===== config.mk =====
export PLATFORM = sky130hd
export DESIGN_NAME = rcd_top
export DESIGN_NICKNAME = d
export VERILOG_FILES = /design/src/core/rcd_pkg.sv /design/src/core/rcd_top.sv /design/src/core/rcd_wave_gen.sv
export VERILOG_INCLUDE_DIRS = /design/src /design/src/core
export SDC_FILE = /design/constraint.sdc
export NUM_CORES = 1
export LEC_CHECK = 0
export ABC_AREA = 1
export BUFFER_PORTS_ARGS = -buffer_cell sky130_fd_sc_hd__buf_4
export CORE_MARGIN = 10
export CORE_UTILIZATION = 41
export DETAILED_ROUTE_END_ITERATION = 12
export PLACE_DENSITY_LB_ADDON = 0.1
export SLEW_MARGIN = 20
export SYNTH_ARGS = -nofsm -noshare
export SYNTH_HDL_FRONTEND = slang
export SYNTH_SLANG_ARGS = --single-unit

===== constraint.sdc =====
create_clock -name i_clk -period 2.3 [get_ports i_clk]
set_input_delay 0.345 -clock i_clk [delete_from_list [all_inputs] [get_ports i_clk]]
set_output_delay 0.345 -clock i_clk [all_outputs]
set_load 0.005 [all_outputs]

===== src/core/rcd_defs.svh =====
// Constants for the reference clock output divider.
`ifndef RCD_DEFS_SVH
`define RCD_DEFS_SVH
`define RCD_ADDR_CTRL     2'h0
`define RCD_ADDR_STATUS   2'h1
`define RCD_BIT_ENABLE    7
`define RCD_BIT_PIN_OE    6
`define RCD_BIT_SLEW      5
`define RCD_DUTY_HI       4
`define RCD_DUTY_LO       3
`define RCD_DIV_HI        2
`define RCD_DIV_LO        0
`define RCD_CTRL_RESET    8'h30
`define RCD_INSTR_DIV     2'h3
`endif


===== src/core/rcd_pkg.sv =====
// Types shared by the reference clock output divider.
`default_nettype none
package rcd_pkg;
  typedef enum logic [2:0] {
    RCD_PIN_REFCLK = 3'b001,
    RCD_PIN_INSTR  = 3'b010,
    RCD_PIN_OSC    = 3'b100
  } rcd_pin_mode_e;
  typedef struct packed {
    logic       refclk_module_enable;
    logic       refclk_pin_output_enable;
    logic       refclk_slew_limit_enable;
    logic [1:0] refclk_duty_select;
    logic [2:0] refclk_divider_select;
  } rcd_ctrl_s;
  typedef struct packed {
    logic low_power_crystal_mode;
    logic standard_crystal_mode;
    logic high_speed_crystal_mode;
    logic instr_clock_out_config_enable;
  } rcd_cfg_s;
endpackage
`default_nettype wire


===== src/core/rcd_top.sv =====
// Reference clock output divider with control register and pin arbitration.
// Functional notes
// [RULE1] The output is derived only from the system clock in every oscillator setup.
// [RULE2] The divider runs only while the module enable bit is set.
// [RULE3] The pin carries the divided clock only with output enable and module enable set.
// [RULE4] A three-bit divider select picks one of eight ratios.
// [RULE5] A two-bit duty select sets the high-time proportion.
// [RULE6] The slew limit control follows its bit, set or cleared.
// [RULE7] Undivided, the source clock passes through unless 0% duty is chosen; the code drives a level that flips on every enabled edge instead.
// [RULE8] At divide-by-two the 25% and 75% choices are approximations.
// [RULE9] Any reset disables the module and restores the control defaults.
// [RULE10] Firmware configures divider, duty and slew before turning on the pin.
// [RULE11] Crystal modes claim the pin as oscillator input and block the output.
// [RULE12] The instruction clock option forces the oscillator clock divided by four.
// [RULE13] Divider code 000 is undivided and each step doubles up to 128.
// [RULE14] Duty codes 11, 10, 01, 00 give 75%, 50%, 25% and 0%.
// [RULE15] While the clock is stopped all outputs hold their levels.
// [RULE16] The wave comes from a cycle counter with duty as a fraction of the period.
//
// Added by the designer: the plain strobed port and the register offsets.
`default_nettype none
`include "rcd_defs.svh"
module rcd_top (
  input  wire logic           i_clk,
  input  wire logic           i_srst,
  input  wire logic           i_ce,
  input  wire logic [1:0]     i_addr,
  input  wire logic [7:0]     i_wdata,
  input  wire logic           i_wr,
  input  wire logic           i_rd,
  input  wire rcd_pkg::rcd_cfg_s i_cfg,
  output logic [7:0]          o_rdata,
  output logic                o_refclk_output_pin,
  output logic                o_refclk_output_pin_oe,
  output logic                o_slew_limit
);
  rcd_pkg::rcd_ctrl_s     ctrl_q;
  rcd_pkg::rcd_pin_mode_e mode;
  logic [1:0]             instr_cnt_q;
  logic                   instr_clk_q;
  logic                   wave;
  logic                   ref_lvl;
  logic                   crystal;
  logic                   pin_d;
  logic                   oe_d;

  // How the block hangs together.
  // The control byte holds the module enable, the pin enable, the slew limit
  // bit, the duty select and the divider select, in that order from the top.
  // A small counter module turns the divider and duty selects into a wave.
  // The undivided setting cannot carry the clock itself through a flip-flop,
  // so it is shown as a level that flips on every enabled edge instead.
  // Pin ownership is decided every cycle: a crystal mode wins, then the
  // instruction clock option, and only then the reference clock.
  // Every output is registered, so the pin lags its inputs by one cycle.
  // The clock enable stands in for the system clock stopping in Sleep: while
  // it is low no flip-flop in this block or in the counter may change.
  // Firmware is expected to program the divider, duty and slew settings
  // before it sets the pin enable; the logic does not enforce that order.

  // Control register; reset restores defaults and disables the module.
  always_ff @(posedge i_clk) begin
    if (i_srst) begin
      ctrl_q <= `RCD_CTRL_RESET; // RULE9
    end else if (i_ce && i_wr && i_addr == `RCD_ADDR_CTRL) begin
      ctrl_q <= i_wdata; // RULE4 RULE5
    end
  end

  // Read data stand one cycle after the read strobe; others read zero.
  always_ff @(posedge i_clk) begin
    if (i_srst) begin
      o_rdata <= 8'h00;
    end else if (i_ce) begin
      if (i_rd && i_addr == `RCD_ADDR_CTRL) begin
        o_rdata <= ctrl_q;
      end else if (i_rd && i_addr == `RCD_ADDR_STATUS) begin
        o_rdata <= {5'h00, mode};
      end else begin
        o_rdata <= 8'h00;
      end
    end
  end

  // Divided wave generated from system clock cycles only.
  rcd_wave_gen #(.CW(7)) u_wave ( // RULE1 RULE16
    .i_clk  (i_clk),
    .i_srst (i_srst),
    .i_ce   (i_ce),
    .i_run  (ctrl_q.refclk_module_enable), // RULE2
    .i_div  (ctrl_q.refclk_divider_select), // RULE13
    .i_duty (ctrl_q.refclk_duty_select), // RULE14 RULE8
    .o_wave (wave)
  );

  // Undivided mode passes the clock; sampled per cycle it toggles each edge.
  always_comb begin
    if (ctrl_q.refclk_divider_select == 3'h0) begin
      ref_lvl = (ctrl_q.refclk_duty_select != 2'h0) && !o_refclk_output_pin; // RULE7
    end else begin
      ref_lvl = wave;
    end
  end

  // Instruction clock: oscillator divided by four.
  always_ff @(posedge i_clk) begin
    if (i_srst) begin
      instr_cnt_q <= 2'h0;
      instr_clk_q <= 1'b0;
    end else if (i_ce) begin
      instr_cnt_q <= instr_cnt_q + 2'h1;
      if (instr_cnt_q[0]) begin
        instr_clk_q <= !instr_clk_q; // RULE12
      end
    end
  end

  // Pin ownership: crystal first, then instruction clock, then reference clock.
  assign crystal = i_cfg.low_power_crystal_mode | i_cfg.standard_crystal_mode | i_cfg.high_speed_crystal_mode;
  always_comb begin
    if (crystal) begin
      mode  = rcd_pkg::RCD_PIN_OSC; // RULE11
      pin_d = 1'b0;
      oe_d  = 1'b0;
    end else if (i_cfg.instr_clock_out_config_enable) begin
      mode  = rcd_pkg::RCD_PIN_INSTR; // RULE12
      pin_d = instr_clk_q;
      oe_d  = 1'b1;
    end else begin
      mode  = rcd_pkg::RCD_PIN_REFCLK;
      oe_d  = ctrl_q.refclk_module_enable & ctrl_q.refclk_pin_output_enable; // RULE3 RULE10
      pin_d = oe_d & ref_lvl;
    end
  end

  // Pin and slew outputs freeze while the clock enable is low.
  always_ff @(posedge i_clk) begin
    if (i_srst) begin
      o_refclk_output_pin    <= 1'b0;
      o_refclk_output_pin_oe <= 1'b0;
      o_slew_limit           <= 1'b1;
    end else if (i_ce) begin // RULE15
      o_refclk_output_pin    <= pin_d;
      o_refclk_output_pin_oe <= oe_d;
      o_slew_limit           <= ctrl_q.refclk_slew_limit_enable; // RULE6
    end
  end
endmodule
`default_nettype wire


===== src/core/rcd_wave_gen.sv =====
// Counter that produces a divided clock wave with selectable duty.
`default_nettype none
`include "rcd_defs.svh"
module rcd_wave_gen #(
  parameter int CW = 7
) (
  input  wire logic          i_clk,
  input  wire logic          i_srst,
  input  wire logic          i_ce,
  input  wire logic          i_run,
  input  wire logic [2:0]    i_div,
  input  wire logic [1:0]    i_duty,
  output logic               o_wave
);
  logic [CW-1:0] cnt_q;
  logic [CW-1:0] mask;
  logic [CW-1:0] half;
  logic [CW-1:0] quart;
  logic [CW-1:0] phase;
  logic          hi;

  // Period mask and duty thresholds follow the divider select.
  always_comb begin
    mask  = CW'((8'h01 << i_div) - 8'h01);
    phase = cnt_q & mask;
    half  = CW'((8'h01 << i_div) >> 1);
    quart = CW'((8'h01 << i_div) >> 2);
    unique case (i_duty)
      2'h0:    hi = 1'b0;
      2'h1:    hi = (i_div == 3'h1) ? (phase == '0) : (phase < quart);
      2'h2:    hi = phase < half;
      default: hi = (i_div == 3'h1) ? (phase == '0) : (phase < (half + quart));
    endcase
  end

  // Counter of system clock cycles; held in reset while not running.
  always_ff @(posedge i_clk) begin
    if (i_srst || (i_ce && !i_run)) begin
      cnt_q <= '0;
    end else if (i_ce) begin
      cnt_q <= cnt_q + CW'(1);
    end
  end

  assign o_wave = hi;
endmodule
`default_nettype wire


==> flow_summary.json, run 1 <==
{
  "hold_end": "ctrl_q[4]",
  "vias_per_cell": 5.05,
  "finClkSkew_ns": 0.00784,
  "layout_commonest_cell": "nand2_1",
  "antenna_left": 0,
  "die_h_um": 85.4,
  "status": "finished clean",
  "yosys_warnings": 0,
  "syn-mean-instance-area_um2": 6.57,
  "routed_wl_mm": 4.58,
  "antenna_cells": 0,
  "end_kind": "flop",
  "hpwl_mm": 3.71,
  "insertion_delay_ns": 0.28,
  "synth.distinct_cells": 21,
  "relSlewSlack_pct": 66.8,
  "ys_seq_area_share_pct": 32.0,
  "cts.sinks": 28,
  "coreArea_um2": 4060,
  "io_pins": 30,
  "fin_area_um2": 2210,
  "preCtsSetupSlack_ns": 0.00818,
  "drc": 0,
  "ys_ff_latch": 28,
  "r2r-start": "ctrl_q[1]",
  "cp_max_fo": 5,
  "synth.area.top_cells": "dfxtp_1 32%, nand2_1 13%, ha_1 13%",
  "min_period_ns": 2.10,
  "slew_violations": 0,
  "critical_path_required_ns": 2.48,
  "grt_antenna_before_repair": 0,
  "gp_congestion": 0.865,
  "clk_pin_slew_ns": 0.10,
  "drtIter0Drc": 117,
  "dieArea_um2": 7290,
  "gr-usage-all-layers_pct": 12.9,
  "syn-cell-area_um2": 1750,
  "cts_tree": "built",
  "reg2reg_to": "o_refclk_output_pin",
  "p_leak_nw": 1.04,
  "layout_common_cells": "61 x nand2_1, 41 x buf_4, 36 x inv_1",
  "dr.pass1.iters": 4,
  "grt_pass1_wl_mm": 8.02,
  "io_buffer_count": 29,
  "hp-start": "i_wdata[4]",
  "max_freq_mhz": 477,
  "synth_edf_count": 0,
  "ir_drop_uv": 426,
  "yosys.area.top_type_share_pct": 32.0,
  "grt_max_degree": 24,
  "worstSetupPathType": "reg -> reg",
  "drive_above_1_share_pct": 19.3,
  "final_nets": 343,
  "grt_pass1_vias": 1784,
  "placed_cell_area_um2": 2080,
  "timing.final.crit_share_pct": 91.2,
  "synthCells": 267,
  "worstMarginPinSlew_ns": 0.494,
  "via_count": 1793,
  "hold_viol": 0,
  "arrival_ns": 2.27,
  "cts_inserted_buffers": 3,
  "cts_root_buffer": "clkbuf_8",
  "ys.flop_type": "dfxtp_1",
  "cap_violations": 0,
  "async_reset_ff_share_pct": 0,
  "htreeDepth": 1,
  "rows": 23,
  "clockBufferDepth": 2,
  "power_density_nw_per_um2": 474,
  "post_drt_wl_per_cell_um": 12.9,
  "layout_setup_ws_ns": 0.203,
  "grt_remaining_overflow": 0,
  "r2r_cells": 19,
  "die_w_um": 85.4,
  "initial_utilization_pct": 43.2,
  "hold_path.class": "in -> reg",
  "setup_viol": 0,
  "synth_top_cell_by_area": "dfxtp_1",
  "syn-num-nets": 304,
  "start_kind": "flop",
  "syn_to_final_growth_pct": 26.0,
  "whs_path_depth": 3,
  "reg2reg_slack_ns": 0.20
}
## cells in the mapped netlist (all sizes together) (2+ instances only)
library cell and number:
a21oi 26, dfxtp 28, inv 38, a31oi 2
buf 3, nor3 5, o211ai 3, nor3b 2
nand4 2, nand3 19, nand2 63, nor2 31
o21ai 21, ha 18, clkbuf 4
## worst max path at each step
| stage | cells after the start | slack (ns) | startpoint | endpoint |
|---|---|---|---|---|
| after floorplan | 20 | 0.20 | ctrl_q[1] | o_refclk_output_pin |
| after global placement | 18 | 0.07 | ctrl_q[2] | o_refclk_output_pin |
| after detailed placement | 20 | 0.008 | ctrl_q[1] | o_refclk_output_pin |
| after CTS | 18 | 0.005 | ctrl_q[2] | o_refclk_output_pin |
| after global routing | 20 | -0.001 | ctrl_q[1] | o_refclk_output_pin |
| final | 19 | 0.20 | ctrl_q[1] | o_refclk_output_pin |
## worst max-delay path, stage by stage (launching register included)
cell	delay [ns]
dfxtp_4	0.38
buf_4	0.15
buf_4	0.14
nor2_4	0.14
nor3_1	0.08
buf_4	0.13
ha_1	0.26
inv_1	0.04
nor2_1	0.11
o21ai_1	0.08
inv_1	0.06
nand2_1	0.05
inv_1	0.05
nand2_1	0.04
nand2_1	0.05
nand2_1	0.04
nand2_1	0.05
nand2_1	0.05
nand2_1	0.06
a21oi_1	0.06
## power breakdown
part,internal (W),switching (W)
logic,0.0000653,0.0000787
registers,0.000498,0.0000137
clock network,0.000233,0.000159
## layer usage
layer  track usage (%)  vias to the layer above  part of all wire [%]
met2              20.4                       37                    44
li1                  -                      952                     -
met4              3.29                        0                   1.0
met1              17.1                      800                    49
met3              3.06                        4                   5.5
met5                 0                        -                     0
## state kept, by name, summed over array words and instances, names as in the netlist
| register | flops |
|---|---|
| ctrl_q | 8 |
| o_slew_limit | 1 |
| instr_clk_q | 1 |
| o_refclk_output_pin_oe | 1 |
| instr_cnt_q | 1 |
| u_wave.cnt_q | 7 |
| o_rdata | 8 |
| o_refclk_output_pin | 1 |
## per-stage QoR
stage                     instances  hold slack (ns)   TNS, ns  total power, W  utilization, %
final                           355            0.282         0         0.00105            54.4
after CTS                       353            0.276         0         0.00106            53.0
after floorplan                 267            0.414         0        0.000596               -
after detailed placement        349            0.445         0        0.000664            51.2
after global placement          349            0.441         0        0.000663            51.2
after global routing            355            0.281  -0.00139         0.00110            54.4
## repair_timing
| action | 4_1_cts | 5_1_grt |
|---|---|---|
| buffers inserted | 0 | 2 |
| hold buffers | 0 | 0 |
| pin swaps | 0 | 3 |
| setup endpoints to repair | 1 | 1 |
| resized for setup | 1 | 17 |
## layout make-up
cell class / count / area [um2]
Inverter: 38 / 143
Timing Repair Buffer: 41 / 308
Clock inverter: 1 / 30.0
Tap cell: 50 / 62.6
Clock buffer: 3 / 41.3
Fill cell: 412 / 1850
Multi-Input combinational cell: 194 / 1050
Sequential cell: 28 / 572
## kinds of logic (layout without fill, tap and decap cells)
kind of cell | after synthesis | count (layout) | share of synthesized area, %
AND/OR/NAND/NOR | 122 | 122 | 29.0
AO/OA/AOI/OAI | 54 | 54 | 16.4
buffers and inverters | 45 | 83 | 9.78
flip-flops | 28 | 28 | 32.0
adder cells (fa/ha/maj) | 18 | 18 | 12.8
(Power assumes the default switching activity.)
==> run 2, diff against run 1 <==
MAX_ROUTING_LAYER = met4   (was not set)
==> run 2 against run 1 <==
  * Design area unchanged
  * Utilization unchanged
  * Hold slack got worse by 0.00063 ns
  * Wire length about the same
  * Setup slack improved by 0.0014 ns
  * Via count unchanged
  * Cell count unchanged
  * Combinational power about the same
  * Sequential power about the same
  * Power about the same
  * Critical path depth unchanged
  * Critical path type unchanged
  * Sequential share of layout area unchanged
==> flow_summary.json, run 2 (synthesized netlist as in run 1, its figures left out) <==
{
  "path_cells": "buf_4 -> buf_4 -> nor2_4 -> nor3_1 -> buf_4 -> ha_1 -> inv_1 -> nor2_1 -> o21ai_1 -> inv_1 -> nand2_1 -> inv_1 -> nand2_1 -> nand2_1 -> nand2_1 -> nand2_1 -> nand2_1 -> nand2_1 -> a21oi_1",
  "hold_buffers": 0,
  "layout_commonest_cell": "nand2_1",
  "worstMarginPinSlew_ns": 0.494,
  "timing.final.crit_share_pct": 91.1,
  "drtIter0Drc": 117,
  "io_pins": 30,
  "grt_pass1_wl_mm": 8.02,
  "min_period_ns": 2.10,
  "cts_inserted_buffers": 3,
  "r2r-start": "ctrl_q[1]",
  "dr.pass1.iters": 4,
  "antenna_cells": 0,
  "whs_path_depth": 3,
  "cts.sinks": 28,
  "vias_per_cell": 5.05,
  "whs_ns": 0.281,
  "r2r_cells": 19,
  "cp_common_cell": "nand2_1",
  "power_density_nw_per_um2": 475,
  "p_leak_nw": 1.04,
  "grt_pass1_vias": 1784,
  "cap_violations": 0,
  "grt_remaining_overflow": 0,
  "routed_wl_mm": 4.58,
  "gp_congestion": 0.879,
  "start_kind": "flop",
  "critPathTopFamily": "simple AND/OR/NAND/NOR gates",
  "gr-usage-all-layers_pct": 13.3,
  "rows": 23,
  "initial_utilization_pct": 43.2,
  "clk_pin_slew_ns": 0.10,
  "syn_to_final_growth_pct": 26.0,
  "clockBufferDepth": 2,
  "htreeDepth": 1,
  "worstSetupPathType": "reg -> reg",
  "insertion_delay_ns": 0.28,
  "die_h_um": 85.4,
  "setup_viol": 0,
  "final_nets": 343,
  "status": "finished clean",
  "dieArea_um2": 7290,
  "top_regs": "ctrl_q: 8 flops, o_rdata: 8 flops, u_wave.cnt_q: 7 flops",
  "via_count": 1793,
  "gr-usage-met3_pct": 2.77,
  "layout_common_cells": "61 x nand2_1, 41 x buf_4, 36 x inv_1",
  "grt_max_degree": 24,
  "post_drt_wl_per_cell_um": 12.9,
  "slowest_stage": "dfxtp_4",
  "end_kind": "flop",
  "finClkSkew_ns": 0.00859,
  "arrival_ns": 2.27,
  "io_buffer_count": 29,
  "die_w_um": 85.4,
  "max_freq_mhz": 477,
  "hold_viol": 0,
  "globalRoute.busiestLayer": "met2",
  "p_comb_share_pct": 13.7,
  "slew_violations": 0,
  "swShare_pct": 24.0,
  "reg2reg_slack_ns": 0.20,
  "fin_area_um2": 2210,
  "drive_above_1_share_pct": 19.3,
  "ir_drop_uv": 426,
  "fin_tns_setup_ns": 0,
  "relSlewSlack_pct": 66.8,
  "antenna_left": 0,
  "hp-start": "i_wdata[4]",
  "internal_power_w": 0.000796,
  "preCtsSetupSlack_ns": 0.00818,
  "p_sw_w": 0.000252,
  "total_power_w": 0.00105,
  "coreArea_um2": 4060,
  "clock_power_share_pct": 37.5,
  "hpwl_mm": 3.71,
  "grt_antenna_before_repair": 0,
  "hold_end": "ctrl_q[4]",
  "grt_use_met2_pct": 20.4,
  "cp_max_fo": 5,
  "p_seq_share_pct": 48.8,
  "path_buf_inv": 6,
  "layout_setup_ws_ns": 0.204,
  "cts_tree": "built",
  "placed_cell_area_um2": 2080,
  "grt_util_met1_pct": 17.3,
  "hold_path.class": "in -> reg",
  "reg2reg_to": "o_refclk_output_pin",
  "cts_root_buffer": "clkbuf_8",
  "drc": 0,
  "critical_path_required_ns": 2.48,
  "slowest_delay_ns": 0.38
}
==> run 2: cell counts in the layout (fill, tap and decap cells not counted) <==
Identical to the previous run, type by type.
==> run 2: metal layers <==
metal,wire (um),vias up,share of wire [%]
li1,-,952,-
met1,2300,798,50
met2,2020,39,44
met3,222,4,4.8
met4,46,0,1.0
met5,0,-,0
==> run 2: layout make-up <==
class	count	area [um2]
multi-input combinational	194	1050
clock buffer	3	41.3
inverter	38	143
sequential	28	572
timing repair buffer	41	308
tap	50	62.6
clock inverter	1	30.0
fill	412	1850
==> run 2: stage by stage <==
stage / instances / utilization [%]
after floorplan: 267 / -
after global placement: 349 / 51.2
after detailed placement: 349 / 51.2
final: 355 / 54.4
after CTS: 353 / 53.0
after global routing: 355 / 54.4
==> run 2: worst max-delay path by stage <==
stage,cells after the start,startpoint,to
2_1_floorplan,20,ctrl_q[1],o_refclk_output_pin
3_3_place_gp,18,ctrl_q[2],o_refclk_output_pin
3_5_place_dp,20,ctrl_q[1],o_refclk_output_pin
4_1_cts,18,ctrl_q[2],o_refclk_output_pin
5_1_grt,20,ctrl_q[1],o_refclk_output_pin
6_report,19,ctrl_q[1],o_refclk_output_pin
==> run 2: power by group through the flow <==
| stage | clock [W] | sequential, W | combinational, W |
|---|---|---|---|
| global route | 0.000420 | 0.000514 | 0.000167 |
| CTS | 0.000405 | 0.000513 | 0.000140 |
| detailed placement | 0 | 0.000524 | 0.000139 |
| finish | 0.000393 | 0.000512 | 0.000144 |
| global placement | 0 | 0.000524 | 0.000139 |
| floorplan | 0 | 0.000521 | 0.0000755 |
==> run 2: worst min-delay path, cell delays in order <==
cell and delay, ns:
buf_4 0.08, nand2_1 0.04, o211ai_1 0.06
==> run 2: what timing repair did <==
item,in CTS,in global routing
setup endpoints to repair,1,1
setup buffers,0,2
gates resized for setup,1,17
pin swaps,0,3
hold endpoints to repair,0,0
==> run 3, diff against run 2 <==
SETUP_SLACK_MARGIN = 0.5   (was not set)
==> run 3 against run 2 <==
  * Maximum frequency down 1.9%
  * Clock skew is 0.0023 ns lower
  * Sequential share of layout area is 0.17 points higher
  * Largest power group unchanged
  * Power shrank 12%
  * Non-clock buffer count stayed put
  * Critical path depth up 1
  * Combinational power about the same
  * Sequential power barely moved
  * Register-to-register slack got worse by 0.04 ns
==> flow_summary.json, run 3 (synthesized netlist as in run 1, its figures left out) <==
{
  "die_w_um": 85.4,
  "critPathTopFamily": "simple AND/OR/NAND/NOR gates",
  "via_count": 1791,
  "fin_cells": 355,
  "syn_to_final_growth_pct": 24.6,
  "relSlewSlack_pct": 62.5,
  "hold_buffers": 0,
  "start_kind": "flop",
  "top_regs": "ctrl_q: 8 flops, o_rdata: 8 flops, u_wave.cnt_q: 7 flops",
  "drc": 0,
  "grt_pass1_wl_mm": 7.88,
  "final_util_pct": 53.8,
  "routed_wl_mm": 4.60,
  "clk_pin_slew_ns": 0.09,
  "cap_violations": 0,
  "drive_above_1_share_pct": 19.3,
  "gp_congestion": 0.950,
  "io_buffer_count": 29,
  "layout_commonest_cell": "nand2_1",
  "worstMarginPinSlew_ns": 0.559,
  "drtIter0Drc": 126,
  "path_cells": "buf_4 -> nand2_4 -> nor2_2 -> ha_2 -> a21oi_1 -> o21ai_1 -> ha_1 -> nand2_2 -> nor2_2 -> o21ai_1 -> inv_1 -> nand2_1 -> inv_1 -> nand2_1 -> nand2_1 -> nand2_1 -> nand2_1 -> nand2_1 -> nand2_1 -> a21oi_1",
  "hold_path.class": "in -> reg",
  "final_nets": 343,
  "arrival_ns": 2.29,
  "status": "finished clean",
  "preCtsSetupSlack_ns": 0.0865,
  "gr-usage-all-layers_pct": 13.1,
  "insertion_delay_ns": 0.27,
  "slew_violations": 0,
  "dp_cells": 346,
  "post_drt_wl_per_cell_um": 12.9,
  "critical_path_required_ns": 2.46,
  "initial_utilization_pct": 43.2,
  "power_density_nw_per_um2": 422,
  "layout_common_cells": "60 x nand2_1, 40 x buf_4, 36 x inv_1",
  "vias_per_cell": 5.05,
  "cts.sinks": 28,
  "hold_viol": 0,
  "layout_setup_ws_ns": 0.164,
  "end_kind": "flop",
  "antenna_cells": 0,
  "cts_tree": "built",
  "max_freq_mhz": 468,
  "slowest_stage": "dfxtp_2",
  "ir_drop_uv": 340,
  "io_pins": 30,
  "placed_cell_area_um2": 2080,
  "whs_path_depth": 2,
  "rsz0062_at_grt": "yes",
  "hpwl_mm": 3.61,
  "min_period_ns": 2.14,
  "cts_inserted_buffers": 3,
  "grt_max_degree": 24,
  "cp_common_cell": "nand2_1",
  "timing.final.crit_share_pct": 92.8,
  "path_depth": 20,
  "fin_area_um2": 2180,
  "grt_remaining_overflow": 0,
  "path_buf_inv": 3,
  "cts_root_buffer": "clkbuf_8",
  "r2r_cells": 20,
  "coreArea_um2": 4060,
  "setup_viol": 0,
  "rows": 23,
  "htreeDepth": 1,
  "antenna_left": 0,
  "dieArea_um2": 7290,
  "clockBufferDepth": 2,
  "worstSetupPathType": "reg -> reg",
  "cp_max_fo": 4,
  "finClkSkew_ns": 0.00630,
  "slowest_delay_ns": 0.36,
  "grt_pass1_vias": 1755,
  "dr.pass1.iters": 4,
  "n_fill_cell": 415,
  "die_h_um": 85.4,
  "grt_antenna_before_repair": 0,
  "p_leak_nw": 1.03
}
run 3: cell types whose count changed in the layout (fill, tap and decap cells not counted), sizes merged:
cell    change
bufinv      -1
clkbuf      +1
run 3: cell type report:
cell class	count	area (um2)	area share, %
inverters	38	148	6.76
well taps	50	62.6	2.86
multi-input cells	194	1050	48.0
flip-flops and latches	28	569	26.1
repair buffers	41	312	14.3
clock buffers	4	45.0	2.06
run 3: timing repair:
action | in CTS | in global routing
endpoints found under the setup margin | 1 | 1
pin swaps | 4 | 0
setup buffers | 4 | 1
gates resized for setup | 6 | 1
hold endpoints to repair | 0 | 0
run 3: final timing paths:
check,startpoint,endpoint,slack [ns]
worst max-delay path,ctrl_q[2],o_refclk_output_pin,0.16
worst min-delay path,i_srst,o_rdata[5],0.29
worst max register to register,ctrl_q[2],o_refclk_output_pin,0.16
worst min register to register,instr_cnt_q[0],instr_cnt_q[0],0.46
run 3: layer usage:
layer	vias up	track usage (%)	routed length (um)
met1	797	16.8	2280
met5	-	-	0
li1	951	-	-
met2	41	20.2	2050
met3	2	3.15	233
met4	0	2.84	27
run 3: report_power, final:
part | internal (W) | switching [W]
Combinational | 0.0000648 | 0.0000793
Clock | 0.000124 | 0.000140
Sequential | 0.000499 | 0.0000146
Total | 0.000687 | 0.000234
run 3: through the flow:
step | power (W) | setup TNS, ns | hold slack [ns]
finish | 0.000921 | 0 | 0.288
global route | 0.000972 | -0.0362 | 0.277
CTS | 0.000932 | 0 | 0.284
detailed placement | 0.000663 | 0 | 0.444
global placement | 0.000663 | 0 | 0.440
floorplan | 0.000600 | 0 | 0.414
